## src/logic/dcfg_pkg.sv

```systemverilog
package dcfg_pkg;

    // clock and time base
    localparam int unsigned CLK_HZ = 20_000_000;
    localparam int unsigned CYC_PER_MS = CLK_HZ / 1000;
    localparam int unsigned TEACH_HOLD_MS = 2000;
    localparam int unsigned FAULT_DELAY_MS = 1000;
    localparam int unsigned SECOND_MS = 1000;
    localparam int unsigned BLINK_HALF_MS = 250;
    localparam int unsigned FLASH_SHOW_MS = 3000;
    localparam int unsigned RSP_TIMEOUT_US = 200;
    localparam logic [31:0] TEACH_HOLD_CYC = 32'(TEACH_HOLD_MS * CYC_PER_MS);
    localparam logic [31:0] FAULT_DELAY_CYC = 32'(FAULT_DELAY_MS * CYC_PER_MS);
    localparam logic [31:0] SECOND_CYC = 32'(SECOND_MS * CYC_PER_MS);
    localparam logic [31:0] BLINK_HALF_CYC = 32'(BLINK_HALF_MS * CYC_PER_MS);
    localparam logic [31:0] FLASH_SHOW_CYC = 32'(FLASH_SHOW_MS * CYC_PER_MS);
    localparam logic [15:0] RSP_TIMEOUT_CYC = 16'((RSP_TIMEOUT_US * (CLK_HZ / 1000)) / 1000);
    localparam logic [11:0] SEC_PER_HOUR = 12'd3600;

    // process image
    localparam int unsigned NODES = 32;
    localparam int unsigned SLAVES = 31;
    localparam int unsigned NODE_W = 5;

    // register byte addresses
    localparam logic [7:0] REG_CTRL = 8'h00;
    localparam logic [7:0] REG_STATUS = 8'h04;
    localparam logic [7:0] REG_DIRECT = 8'h08;
    localparam logic [7:0] REG_VALID = 8'h0c;
    localparam logic [7:0] REG_CNT_BASE = 8'h10;
    localparam logic [7:0] REG_POWER_ON = 8'h2c;
    localparam logic [7:0] REG_HOURS = 8'h30;
    localparam int unsigned STAT_N = 7;

    // control register fields
    localparam int unsigned CTRL_TEACH = 0;
    localparam int unsigned CTRL_HOLD_POLL = 1;

    // status flag positions
    localparam int unsigned ST_BUS_ACTIVE = 0;
    localparam int unsigned ST_STARTUP_DONE = 1;
    localparam int unsigned ST_IN_STARTUP = 2;
    localparam int unsigned ST_MASTER_ERR = 3;
    localparam int unsigned ST_COMM_ERR = 4;
    localparam int unsigned ST_INIT_ERR = 5;
    localparam int unsigned ST_SHORT = 6;
    localparam int unsigned ST_TEACH_REQ = 7;

    // master diagnostics byte positions
    localparam int unsigned DG_FAULT = 0;
    localparam int unsigned DG_INIT_ERR = 4;
    localparam int unsigned DG_TEACH_ERR = 5;
    localparam int unsigned DG_SHORT = 6;
    localparam int unsigned DG_COMM_ERR = 7;

    localparam logic [7:0] DIRECT_NO_ANSWER = 8'hff;

    typedef enum logic [1:0] {
        DCFG_STARTUP,
        DCFG_POLL_REQ,
        DCFG_POLL_WAIT
    } dcfg_mode_t;

endpackage : dcfg_pkg

```

## src/logic/dcfg_gateway.sv

```systemverilog
// Design decisions made here: the strobed register port and the register offsets.
`timescale 1ns/1ns

module dcfg_gateway
    import dcfg_pkg::*;
#(
    parameter logic [31:0] HOLD_CYC = TEACH_HOLD_CYC,
    parameter logic [31:0] FAULT_CYC = FAULT_DELAY_CYC,
    parameter logic [31:0] SEC_CYC = SECOND_CYC,
    parameter logic [31:0] BLINK_CYC = BLINK_HALF_CYC,
    parameter logic [31:0] FLASH_CYC = FLASH_SHOW_CYC,
    parameter logic [15:0] TIMEOUT_CYC = RSP_TIMEOUT_CYC
) (
    input wire logic CLK,
    input wire logic RST_N,
    input wire logic CE,
    input wire logic [7:0] REG_ADDR,
    input wire logic [31:0] REG_WDATA,
    input wire logic REG_WR,
    input wire logic REG_RD,
    output logic [31:0] REG_RDATA,
    input wire logic [4:0] FB_ADDR,
    input wire logic [15:0] FB_WDATA,
    input wire logic FB_WR,
    input wire logic FB_RD,
    output logic [15:0] FB_RDATA,
    output logic CHAIN_REQ,
    output logic [4:0] CHAIN_REQ_NODE,
    output logic [7:0] CHAIN_REQ_BYTE,
    input wire logic CHAIN_RSP,
    input wire logic [7:0] CHAIN_RSP_STATUS,
    input wire logic [7:0] CHAIN_RSP_DIAG,
    input wire logic [7:0] CHAIN_RSP_TYPE,
    input wire logic CHAIN_READY,
    input wire logic CHAIN_INIT_FAIL,
    input wire logic [4:0] CHAIN_FOUND_CNT,
    input wire logic CHAIN_SHORT,
    input wire logic CHAIN_BYTE_TX,
    input wire logic CHAIN_BYTE_RX,
    input wire logic CHAIN_FRAME_TX,
    input wire logic CHAIN_FRAME_RX,
    input wire logic CHAIN_RETRY_OK,
    input wire logic CHAIN_RETRY_FAIL,
    input wire logic CHAIN_CRC_ERR,
    input wire logic TEACH_BUTTON_N,
    input wire logic [31:0] POWER_ON_COUNT_IN,
    input wire logic [31:0] HOUR_METER_IN,
    output logic [31:0] POWER_ON_COUNT,
    output logic FUNCTION_STATUS_LAMP,
    output logic [7:0] MASTER_DIAG
);

    typedef struct packed {
        logic [1:0] btn_sync;
        logic [1:0] short_sync;
        dcfg_mode_t mode;
        logic hold_poll;
        logic [4:0] node;
        logic [4:0] found;
        logic [15:0] wait_cnt;
        logic direct_pend;
        logic direct_active;
        logic [4:0] direct_node;
        logic [7:0] direct_byte;
        logic [7:0] direct_rsp;
        logic [NODES-1:0][15:0] out_img;
        logic [NODES-1:0][15:0] in_img;
        logic [SLAVES-1:0][7:0] det_type;
        logic [SLAVES-1:0][7:0] saved_type;
        logic [4:0] saved_cnt;
        logic [4:0] det_cnt;
        logic scan_mismatch;
        logic scan_timeout;
        logic [NODES-1:0] scan_valid;
        logic [NODES-1:0] valid;
        logic mismatch;
        logic comm_err;
        logic init_err;
        logic fault;
        logic [31:0] fault_cnt;
        logic [31:0] hold_cnt;
        logic hold_done;
        logic [31:0] flash_cnt;
        logic [31:0] blink_cnt;
        logic blink;
        logic req;
        logic [4:0] req_node;
        logic [7:0] req_byte;
        logic [STAT_N-1:0][31:0] stat;
        logic [31:0] pwr_cnt;
        logic [31:0] hours;
        logic [31:0] sec_cnt;
        logic [11:0] sec_in_hour;
        logic loaded;
        logic [31:0] rdata;
        logic [15:0] fb_rdata;
    } dcfg_regs_t;

    dcfg_regs_t st;
    dcfg_regs_t next_st;

    logic teach_req;
    logic teach_err;
    logic fault_raw;
    logic [7:0] diag;
    logic [7:0] flags;
    logic [NODES-1:0] valid_out;
    logic fault_on;
    logic direct_wr;

    function automatic logic [31:0] inc32(input logic [31:0] v, input logic en);
        inc32 = v + {31'h0, en};
    endfunction : inc32

    function automatic logic [31:0] rd_word(input logic [7:0] a, input dcfg_regs_t s, input logic [7:0] f,
                                           input logic [7:0] d, input logic [NODES-1:0] vm);
        logic [3:0] k;
        k = 4'(a[5:2] - REG_CNT_BASE[5:2]);
        rd_word = 32'h0;
        case (a)
            REG_CTRL: rd_word = {30'h0, s.hold_poll, 1'b0};
            REG_STATUS: rd_word = {3'h0, s.found, 3'h0, s.saved_cnt, d, f};
            REG_DIRECT: rd_word = {s.direct_pend, 7'h0, s.direct_rsp, s.direct_byte, 3'h0, s.direct_node};
            REG_VALID: rd_word = vm;
            REG_POWER_ON: rd_word = s.pwr_cnt;
            REG_HOURS: rd_word = s.hours;
            default: begin
                if (a >= REG_CNT_BASE && a < REG_POWER_ON && a[1:0] == 2'h0) begin
                    rd_word = s.stat[k[2:0]];
                end
            end
        endcase
    endfunction : rd_word

    assign teach_req = (st.saved_cnt == 5'h0) || st.mismatch;
    assign teach_err = st.mismatch && (st.saved_cnt != 5'h0);
    assign fault_raw = st.short_sync[1] || st.init_err || (st.comm_err && st.valid[NODES-1:1] == '0);
    assign fault_on = st.fault && fault_raw;
    assign direct_wr = REG_WR && REG_ADDR == REG_DIRECT;
    assign diag = {st.comm_err, st.short_sync[1], teach_err, st.init_err, 3'h0, fault_on};
    assign flags = {teach_req, st.short_sync[1], st.init_err, st.comm_err, fault_on,
                    st.mode == DCFG_STARTUP, st.mode != DCFG_STARTUP, st.mode != DCFG_STARTUP && !st.hold_poll};
    assign valid_out = fault_on ? {{(NODES-1){1'b0}}, 1'b1} : st.valid;

    always_comb begin
        next_st = st;
        next_st.req = 1'b0;
        next_st.btn_sync = {st.btn_sync[0], ~TEACH_BUTTON_N};
        next_st.short_sync = {st.short_sync[0], CHAIN_SHORT};

        if (!st.loaded) begin
            next_st.loaded = 1'b1;
            next_st.pwr_cnt = inc32(POWER_ON_COUNT_IN, 1'b1);
            next_st.hours = HOUR_METER_IN;
        end else if (st.sec_cnt >= SEC_CYC - 32'h1) begin
            next_st.sec_cnt = 32'h0;
            if (st.sec_in_hour >= SEC_PER_HOUR - 12'h1) begin
                next_st.sec_in_hour = 12'h0;
                next_st.hours = inc32(st.hours, 1'b1);
            end else begin
                next_st.sec_in_hour = st.sec_in_hour + 12'h1;
            end
        end else begin
            next_st.sec_cnt = inc32(st.sec_cnt, 1'b1);
        end

        next_st.stat[0] = inc32(st.stat[0], CHAIN_BYTE_TX);
        next_st.stat[1] = inc32(st.stat[1], CHAIN_BYTE_RX);
        next_st.stat[2] = inc32(st.stat[2], CHAIN_FRAME_TX);
        next_st.stat[3] = inc32(st.stat[3], CHAIN_FRAME_RX);
        next_st.stat[4] = inc32(st.stat[4], CHAIN_RETRY_OK);
        next_st.stat[5] = inc32(st.stat[5], CHAIN_RETRY_FAIL);
        next_st.stat[6] = inc32(st.stat[6], CHAIN_CRC_ERR);

        if (CHAIN_INIT_FAIL) begin
            next_st.init_err = 1'b1;
        end

        if (!fault_raw) begin
            next_st.fault_cnt = 32'h0;
            next_st.fault = 1'b0;
        end else if (st.fault_cnt >= FAULT_CYC - 32'h1) begin
            next_st.fault = 1'b1;
        end else begin
            next_st.fault_cnt = inc32(st.fault_cnt, 1'b1);
        end

        // field bus side: out image written by the master, in image read back
        // two-byte words each way
        if (FB_WR) begin
            next_st.out_img[FB_ADDR] = FB_WDATA;
        end
        if (FB_RD) begin
            next_st.fb_rdata = (FB_ADDR == 5'h0) ? {st.direct_rsp, diag} : st.in_img[FB_ADDR];
        end

        if (REG_RD) begin
            next_st.rdata = rd_word(REG_ADDR, st, flags, diag, valid_out);
        end
        if (REG_WR && REG_ADDR == REG_CTRL) begin
            next_st.hold_poll = REG_WDATA[CTRL_HOLD_POLL];
        end
        if (REG_WR && REG_ADDR == REG_DIRECT) begin
            next_st.direct_node = REG_WDATA[4:0];
            next_st.direct_byte = REG_WDATA[15:8];
            next_st.direct_pend = 1'b1;
        end

        if (!st.btn_sync[1]) begin
            next_st.hold_cnt = 32'h0;
            next_st.hold_done = 1'b0;
        end else if (!st.hold_done) begin
            next_st.hold_cnt = inc32(st.hold_cnt, 1'b1);
            if (st.hold_cnt >= HOLD_CYC - 32'h1) begin
                next_st.hold_done = 1'b1;
            end
        end

        if ((st.btn_sync[1] && !st.hold_done && st.hold_cnt >= HOLD_CYC - 32'h1) ||
            (REG_WR && REG_ADDR == REG_CTRL && REG_WDATA[CTRL_TEACH])) begin
            if (st.det_cnt != 5'h0) begin
                next_st.saved_type = st.det_type;
                next_st.saved_cnt = st.det_cnt;
                next_st.mismatch = 1'b0;
                // compares made against the old setup are void
                next_st.scan_mismatch = 1'b0;
                next_st.flash_cnt = FLASH_CYC;
            end
        end else if (st.flash_cnt != 32'h0) begin
            next_st.flash_cnt = st.flash_cnt - 32'h1;
        end

        if (st.blink_cnt >= BLINK_CYC - 32'h1) begin
            next_st.blink_cnt = 32'h0;
            next_st.blink = ~st.blink;
        end else begin
            next_st.blink_cnt = inc32(st.blink_cnt, 1'b1);
        end

        case (st.mode)
            DCFG_STARTUP: begin
                next_st.node = 5'h1;
                if (CHAIN_READY && !st.init_err) begin
                    next_st.mode = DCFG_POLL_REQ;
                    next_st.found = CHAIN_FOUND_CNT;
                end
            end
            DCFG_POLL_REQ: begin
                if (!CHAIN_READY) begin
                    next_st.mode = DCFG_STARTUP;
                end else if (!st.hold_poll && st.found != 5'h0) begin
                    next_st.req = 1'b1;
                    next_st.req_node = st.node;
                    next_st.wait_cnt = 16'h0;
                    next_st.mode = DCFG_POLL_WAIT;
                    if (st.direct_pend && st.direct_node == st.node) begin
                        next_st.req_byte = st.direct_byte;
                        next_st.direct_active = 1'b1;
                    end else begin
                        next_st.req_byte = st.out_img[st.node][7:0];
                    end
                end else if (st.found == 5'h0) begin
                    next_st.found = CHAIN_FOUND_CNT;
                end
            end
            DCFG_POLL_WAIT: begin
                if (CHAIN_RSP || st.wait_cnt >= TIMEOUT_CYC - 16'h1) begin
                    if (CHAIN_RSP) begin
                        next_st.in_img[st.node] = {CHAIN_RSP_DIAG, CHAIN_RSP_STATUS};
                        next_st.det_type[st.node - 5'h1] = CHAIN_RSP_TYPE;
                        next_st.scan_valid[st.node] = 1'b1;
                        if (st.saved_cnt != 5'h0 && CHAIN_RSP_TYPE != st.saved_type[st.node - 5'h1]) begin
                            next_st.scan_mismatch = 1'b1;
                        end
                        if (st.direct_active) begin
                            next_st.direct_rsp = CHAIN_RSP_STATUS;
                        end
                    end else begin
                        next_st.scan_valid[st.node] = 1'b0;
                        next_st.scan_timeout = 1'b1;
                        if (st.direct_active) begin
                            next_st.direct_rsp = DIRECT_NO_ANSWER;
                        end
                    end
                    if (st.direct_active) begin
                        next_st.direct_active = 1'b0;
                        // a command written in this cycle stays pending
                        next_st.direct_pend = direct_wr;
                    end
                    next_st.mode = DCFG_POLL_REQ;
                    if (st.node >= st.found) begin
                        next_st.node = 5'h1;
                        next_st.valid = next_st.scan_valid | {{(NODES-1){1'b0}}, 1'b1};
                        next_st.scan_valid = '0;
                        next_st.comm_err = next_st.scan_timeout;
                        next_st.scan_timeout = 1'b0;
                        next_st.det_cnt = st.found;
                        next_st.mismatch = next_st.scan_mismatch ||
                                           (st.saved_cnt != 5'h0 && st.found != st.saved_cnt);
                        next_st.scan_mismatch = 1'b0;
                        next_st.found = CHAIN_FOUND_CNT;
                        if (st.direct_pend && !st.direct_active && !direct_wr &&
                            (st.direct_node == 5'h0 || st.direct_node > st.found)) begin
                            next_st.direct_pend = 1'b0;
                            next_st.direct_rsp = DIRECT_NO_ANSWER;
                        end
                    end else begin
                        next_st.node = st.node + 5'h1;
                    end
                end else begin
                    next_st.wait_cnt = st.wait_cnt + 16'h1;
                end
            end
            default: begin
                next_st.mode = DCFG_STARTUP;
            end
        endcase
    end

    always_ff @(posedge CLK or negedge RST_N) begin
        if (!RST_N) begin
            st <= '0;
        end else if (CE) begin
            st <= next_st;
        end
    end

    assign REG_RDATA = st.rdata;
    assign FB_RDATA = st.fb_rdata;
    assign CHAIN_REQ = st.req;
    assign CHAIN_REQ_NODE = st.req_node;
    assign CHAIN_REQ_BYTE = st.req_byte;
    assign POWER_ON_COUNT = st.pwr_cnt;
    assign MASTER_DIAG = diag;
    assign FUNCTION_STATUS_LAMP = (st.flash_cnt != 32'h0 || teach_req) ? st.blink : (st.found == 5'h0);

endmodule : dcfg_gateway

```

## config.mk

```make
export PLATFORM = sky130hd
export DESIGN_NAME = dcfg_gateway
export DESIGN_NICKNAME = d
export VERILOG_FILES = /design/src/logic/dcfg_pkg.sv /design/src/logic/dcfg_gateway.sv
export SDC_FILE = /design/constraint.sdc
export NUM_CORES = 2
export LEC_CHECK = 0
export ABC_AREA = 1
export BUFFER_PORTS_ARGS = -buffer_cell sky130_fd_sc_hd__buf_2
export CORE_MARGIN = 2
export CORE_UTILIZATION = 50
export DETAILED_ROUTE_END_ITERATION = 10
export PLACE_DENSITY = 0.7
export SKIP_LAST_GASP = 1
export SYNTH_ARGS = -nofsm -noshare
export SYNTH_HDL_FRONTEND = slang
export SYNTH_SLANG_ARGS = --single-unit
```

## constraint.sdc

```tcl
create_clock -name CLK -period 4 [get_ports CLK]
set_clock_uncertainty 0.2 [all_clocks]
set_input_delay 1.2 -clock CLK [delete_from_list [all_inputs] [get_ports CLK]]
set_output_delay 1.2 -clock CLK [all_outputs]
set_load 0.05 [all_outputs]
```

==> impl_results.md <==
- Status: finished with violations
- Violated checks: DRC, setup timing
- Final count of hold timing violations: 0
- Via count of the first global-routing pass: 74300
- Combinational fraction of design power: 22.4%
- Most frequently used flop master after synthesis: dfrtp_1
- Cell Chain, Critical Path: inv_2, ha_4, nand2_2, inv_2, nand4_1, nor4_2, buf_4, a21oi_2, a31oi_4, buf_6
- H-Tree Level Count: 4
- Wire length of the first global-routing pass: 430000 µm
- Area of the mapped netlist: 0.0903 mm²
- Critical path buffer and inverter count: 4
- Largest family of logic cells by synthesized area: simple AND/OR/NAND/NOR gates
- Area of the die: 0.184 mm²
- Final setup violation count: 1
- Delay of the slowest critical-path stage: 0.39 ns
- Count of routing violations after the opening detailed-route iteration: 9107
- Max Freq: 246 MHz
- Static leakage: 48.2 nW
- Data required time at the worst endpoint: 2.60 ns
- Worst Max-Slew Pin Slew: 1.19 ns
- Max Cap Viol: 0
- Top delay family on crit path: buffers and inverters
- Leftover overflow at the end of global routing: 0
- Critical register-to-register path startpoint: st[2172]
- Half-perimeter wire length of the detailed placement result: 182000 µm
- Most frequent cell on the critical path: inv_2
- Post-route core utilization: 56.5%
- Drt total wl: 274000 µm
- Top-area cell type share of the netlist area: 53.3%
- Crit share post-route: 102%
- GRT Util Overall: 29.6%
- Cell types occupying the most area after synthesis: dfrtp_1, nand2_1, o21ai_0, inv_1, nand3_1
- Synth cell types: 71
- Type of the tightest min-delay check: primary input to async pin
- Number of synthesized register bits: 1924
- Hold_ws: 0.101 ns
- Layout Nets: 11000
- Average wire per standard cell: 20.5 µm
- Source-to-sink clock delay at the later pin of the worst-skew pair: 0.86 ns
- Via density per instance: 5.77
- TritonCTS Buffers: 198
- Cell internal power dissipation: 0.0359 W
- Die height: 429 µm
- Clock input transition at the sequential cells of the worst setup and hold paths: 0.06 ns
- Sinks on Clock Net: 1924
- Standard cell with the maximum stage delay on the critical path: dfrtp_1
- Gate count of the mapped netlist: 10800
- Number of buffers added on ports: 245
- Share of synthesized area occupied by flip-flops and latches: 53.3%
- Max-slew violation total from the final report: 0
- Power share of the sequential group: 42.4%
- Final cell area excluding filler cells: 0.101 mm²
- Hold buffer count at CTS: 0
- Fraction of the mapped netlist area in adder cells: 0.541%
- Startpoint types: register
- DRC violation count after routing: 2
- Post-synth EDFFs: 0
- Starting utilization of the core area: 50.5%
- Antenna violations before repair: 8
- Critical Path AT: 2.67 ns
- Maximum vdd ir drop: 0.534 mV
- Biggest area consumer among synthesized cells: dfrtp_1
- I/O pin count: 276
- Share of cells above drive strength 1: 9.50%
- Worst rel slew slack: 21.0%
- Compound-cell area share of the yosys netlist: 14.4%
- Kind of end point of the critical path: output port
- Crit path setup slack, layout: -0.0689 ns
- Maximum net fanout on the critical path: 5
- Mux cell area share after synthesis: 0.0998%
- Part of the power in the clock network: 35.2%
- Post-DRT Antenna Nets: 0
- Largest net degree at the start of global routing: 229
- Final GP Congestion: 0.977
- Simple-gate share of the synthesized area: 22.0%
- RSZ-0062 raised after global routing: yes
- TritonCTS clock tree: built
- Average size of a mapped cell: 8.37 µm²
- Post-synthesis xor/xnor area fraction: 2.99%
- Most common cell after layout, fill and taps aside: nand2_1
- Cell chosen for the clock root: clkbuf_16
- Total vias in the final route: 77000
- Chip Width: 429 µm
- Pre-CTS worst setup slack: 0.0937 ns
- Post-layout minimum cycle time: 4.07 ns
- Number of rows created at floorplan: 155
- Setup slack of the most critical reg-to-reg path: 0.36 ns
- Number of synthesis warnings: 0
- R2R Path End: st[594]
- Critical path type: register to output port
- Number of cells traversed by the worst register-to-register path: 15
- Relative area change from synthesis to final layout: 12.0%
- Post-synthesis async set-or-reset flop share: 100%
- 1st-pass router iterations: 11
- Post-Place Cell Area: 0.0941 mm²
- Net switching fraction of the power: 33.5%
- Areal power density over the cells: 533 mW/mm²
- Sw power: 0.0180 W
- Commonest cells after routing, fill and taps aside: nand2_1, dfrtp_1, o21ai_0, inv_1, nor2_1
- Core region area: 0.179 mm²
- Clock tree buffer depth: 3
-- worst max-delay path by stage --
stage / from / to / slack [ns] / depth (start not counted)
3_3_place_gp: REG_ADDR[7] / st[439] / 0.12 / 13
6_report: st[429] / FUNCTION_STATUS_LAMP / -0.07 / 10
4_1_cts: st[449] / FUNCTION_STATUS_LAMP / -0.12 / 9
3_5_place_dp: REG_ADDR[7] / st[439] / 0.09 / 13
5_1_grt: st[429] / FUNCTION_STATUS_LAMP / -0.17 / 10
2_1_floorplan: st[2169] / st[528] / 0.33 / 23
-- worst reg2reg max path, cell delays in order, from the launching register on --
cell     delay (ns)
dfrtp_1        0.60
inv_1          0.38
nand2_1        0.15
nand2_1        0.34
nor2_2         0.34
nand3_1        0.27
nand2_1        0.16
o21ai_0        0.09
nand2_1        0.08
nand2_1        0.07
nor2_1         0.16
nand2_1        0.28
nand2_1        0.17
nand2_1        0.07
nand3_1        0.09
nand2_1        0.07
-- cell usage after synthesis, types with 12 or more instances --
cell type / number
o221ai_1: 16
a31oi_1: 22
o32ai_1: 16
o21ai_0: 1554
xnor2_1: 72
xor2_1: 236
nor2_1: 600
nor3_2: 26
dfrtp_1: 1924
o21a_1: 24
buf_1: 36
clkinv_1: 12
nand2_1: 3245
nand3_1: 458
clkbuf_1: 459
a221oi_1: 39
o211ai_1: 14
nor3_1: 161
buf_2: 89
nand4_1: 130
buf_4: 124
nor2_2: 31
a21oi_1: 157
a22o_1: 14
nor4_1: 49
a22oi_1: 220
ha_1: 39
inv_1: 660
o22ai_1: 173
-- power by group through the flow --
stage / Sequential (W) / Clock [W] / Combinational, W
5_1_grt: 0.0231 / 0.0200 / 0.0133
3_5_place_dp: 0.0231 / 0 / 0.0117
2_1_floorplan: 0.0226 / 0 / 0.00768
3_3_place_gp: 0.0230 / 0 / 0.0114
4_1_cts: 0.0228 / 0.0192 / 0.0118
6_report: 0.0229 / 0.0189 / 0.0121
-- sequential cells by signal (all words and copies together) (netlist names), 2 cells and up --
name / flops
FB_RDATA: 16
CHAIN_REQ_NODE: 5
MASTER_DIAG: 3
CHAIN_REQ_BYTE: 8
next_st: 2
REG_RDATA: 32
POWER_ON_COUNT: 32
st: 1825
-- final cells by class --
cell class / count / area (µm²)
multi-input combinational: 7459 / 36400
antenna: 3 / 7.51
fill: 15800 / 77800
inverter: 684 / 2590
tap: 2355 / 2950
timing repair buffer: 560 / 4310
clock buffer: 302 / 5790
sequential: 1924 / 48200
clock inverter: 59 / 901
-- what timing repair did --
| item | 4_1_cts | 5_1_grt |
|---|---|---|
| setup endpoints to repair | 2 | 2 |
| gates resized for setup | 23 | 16 |
| endpoints found under the hold margin | 0 | 0 |
| pin swaps | 5 | 9 |
| setup buffers | 14 | 11 |
-- per-stage QoR --
| step | TNS, ns | instances | power [W] |
|---|---|---|---|
| 2_1_floorplan | 0 | 10800 | 0.0303 |
| 3_3_place_gp | 0 | 13000 | 0.0345 |
| 3_5_place_dp | 0 | 13000 | 0.0348 |
| 4_1_cts | -0.125 | 13300 | 0.0538 |
| 5_1_grt | -0.180 | 13300 | 0.0564 |
| 6_report | -0.0689 | 13300 | 0.0539 |
-- metal layers --
metal / track usage, % / vias up / wire length, µm
met1: 40.0 / 37500 / 113000
li1: - / 35600 / -
met3: 5.22 / 622 / 22000
met4: 16.2 / 6 / 16100
met2: 45.4 / 3317 / 123000
met5: 0 / - / 40
-- kinds of logic (layout without fill, tap and decap cells) --
group	count (synthesis)	after routing
AOI/OAI and AO/OA	2320	2320
xor gates and xnor gates	308	308
adders and majority gates	39	39
buffers and inverters	1402	1605
DFF	1924	1924
muxes	8	8
other	1	6
and+or+nand+nor	4781	4781
Note: power is estimated with default switching activity, not from simulation.
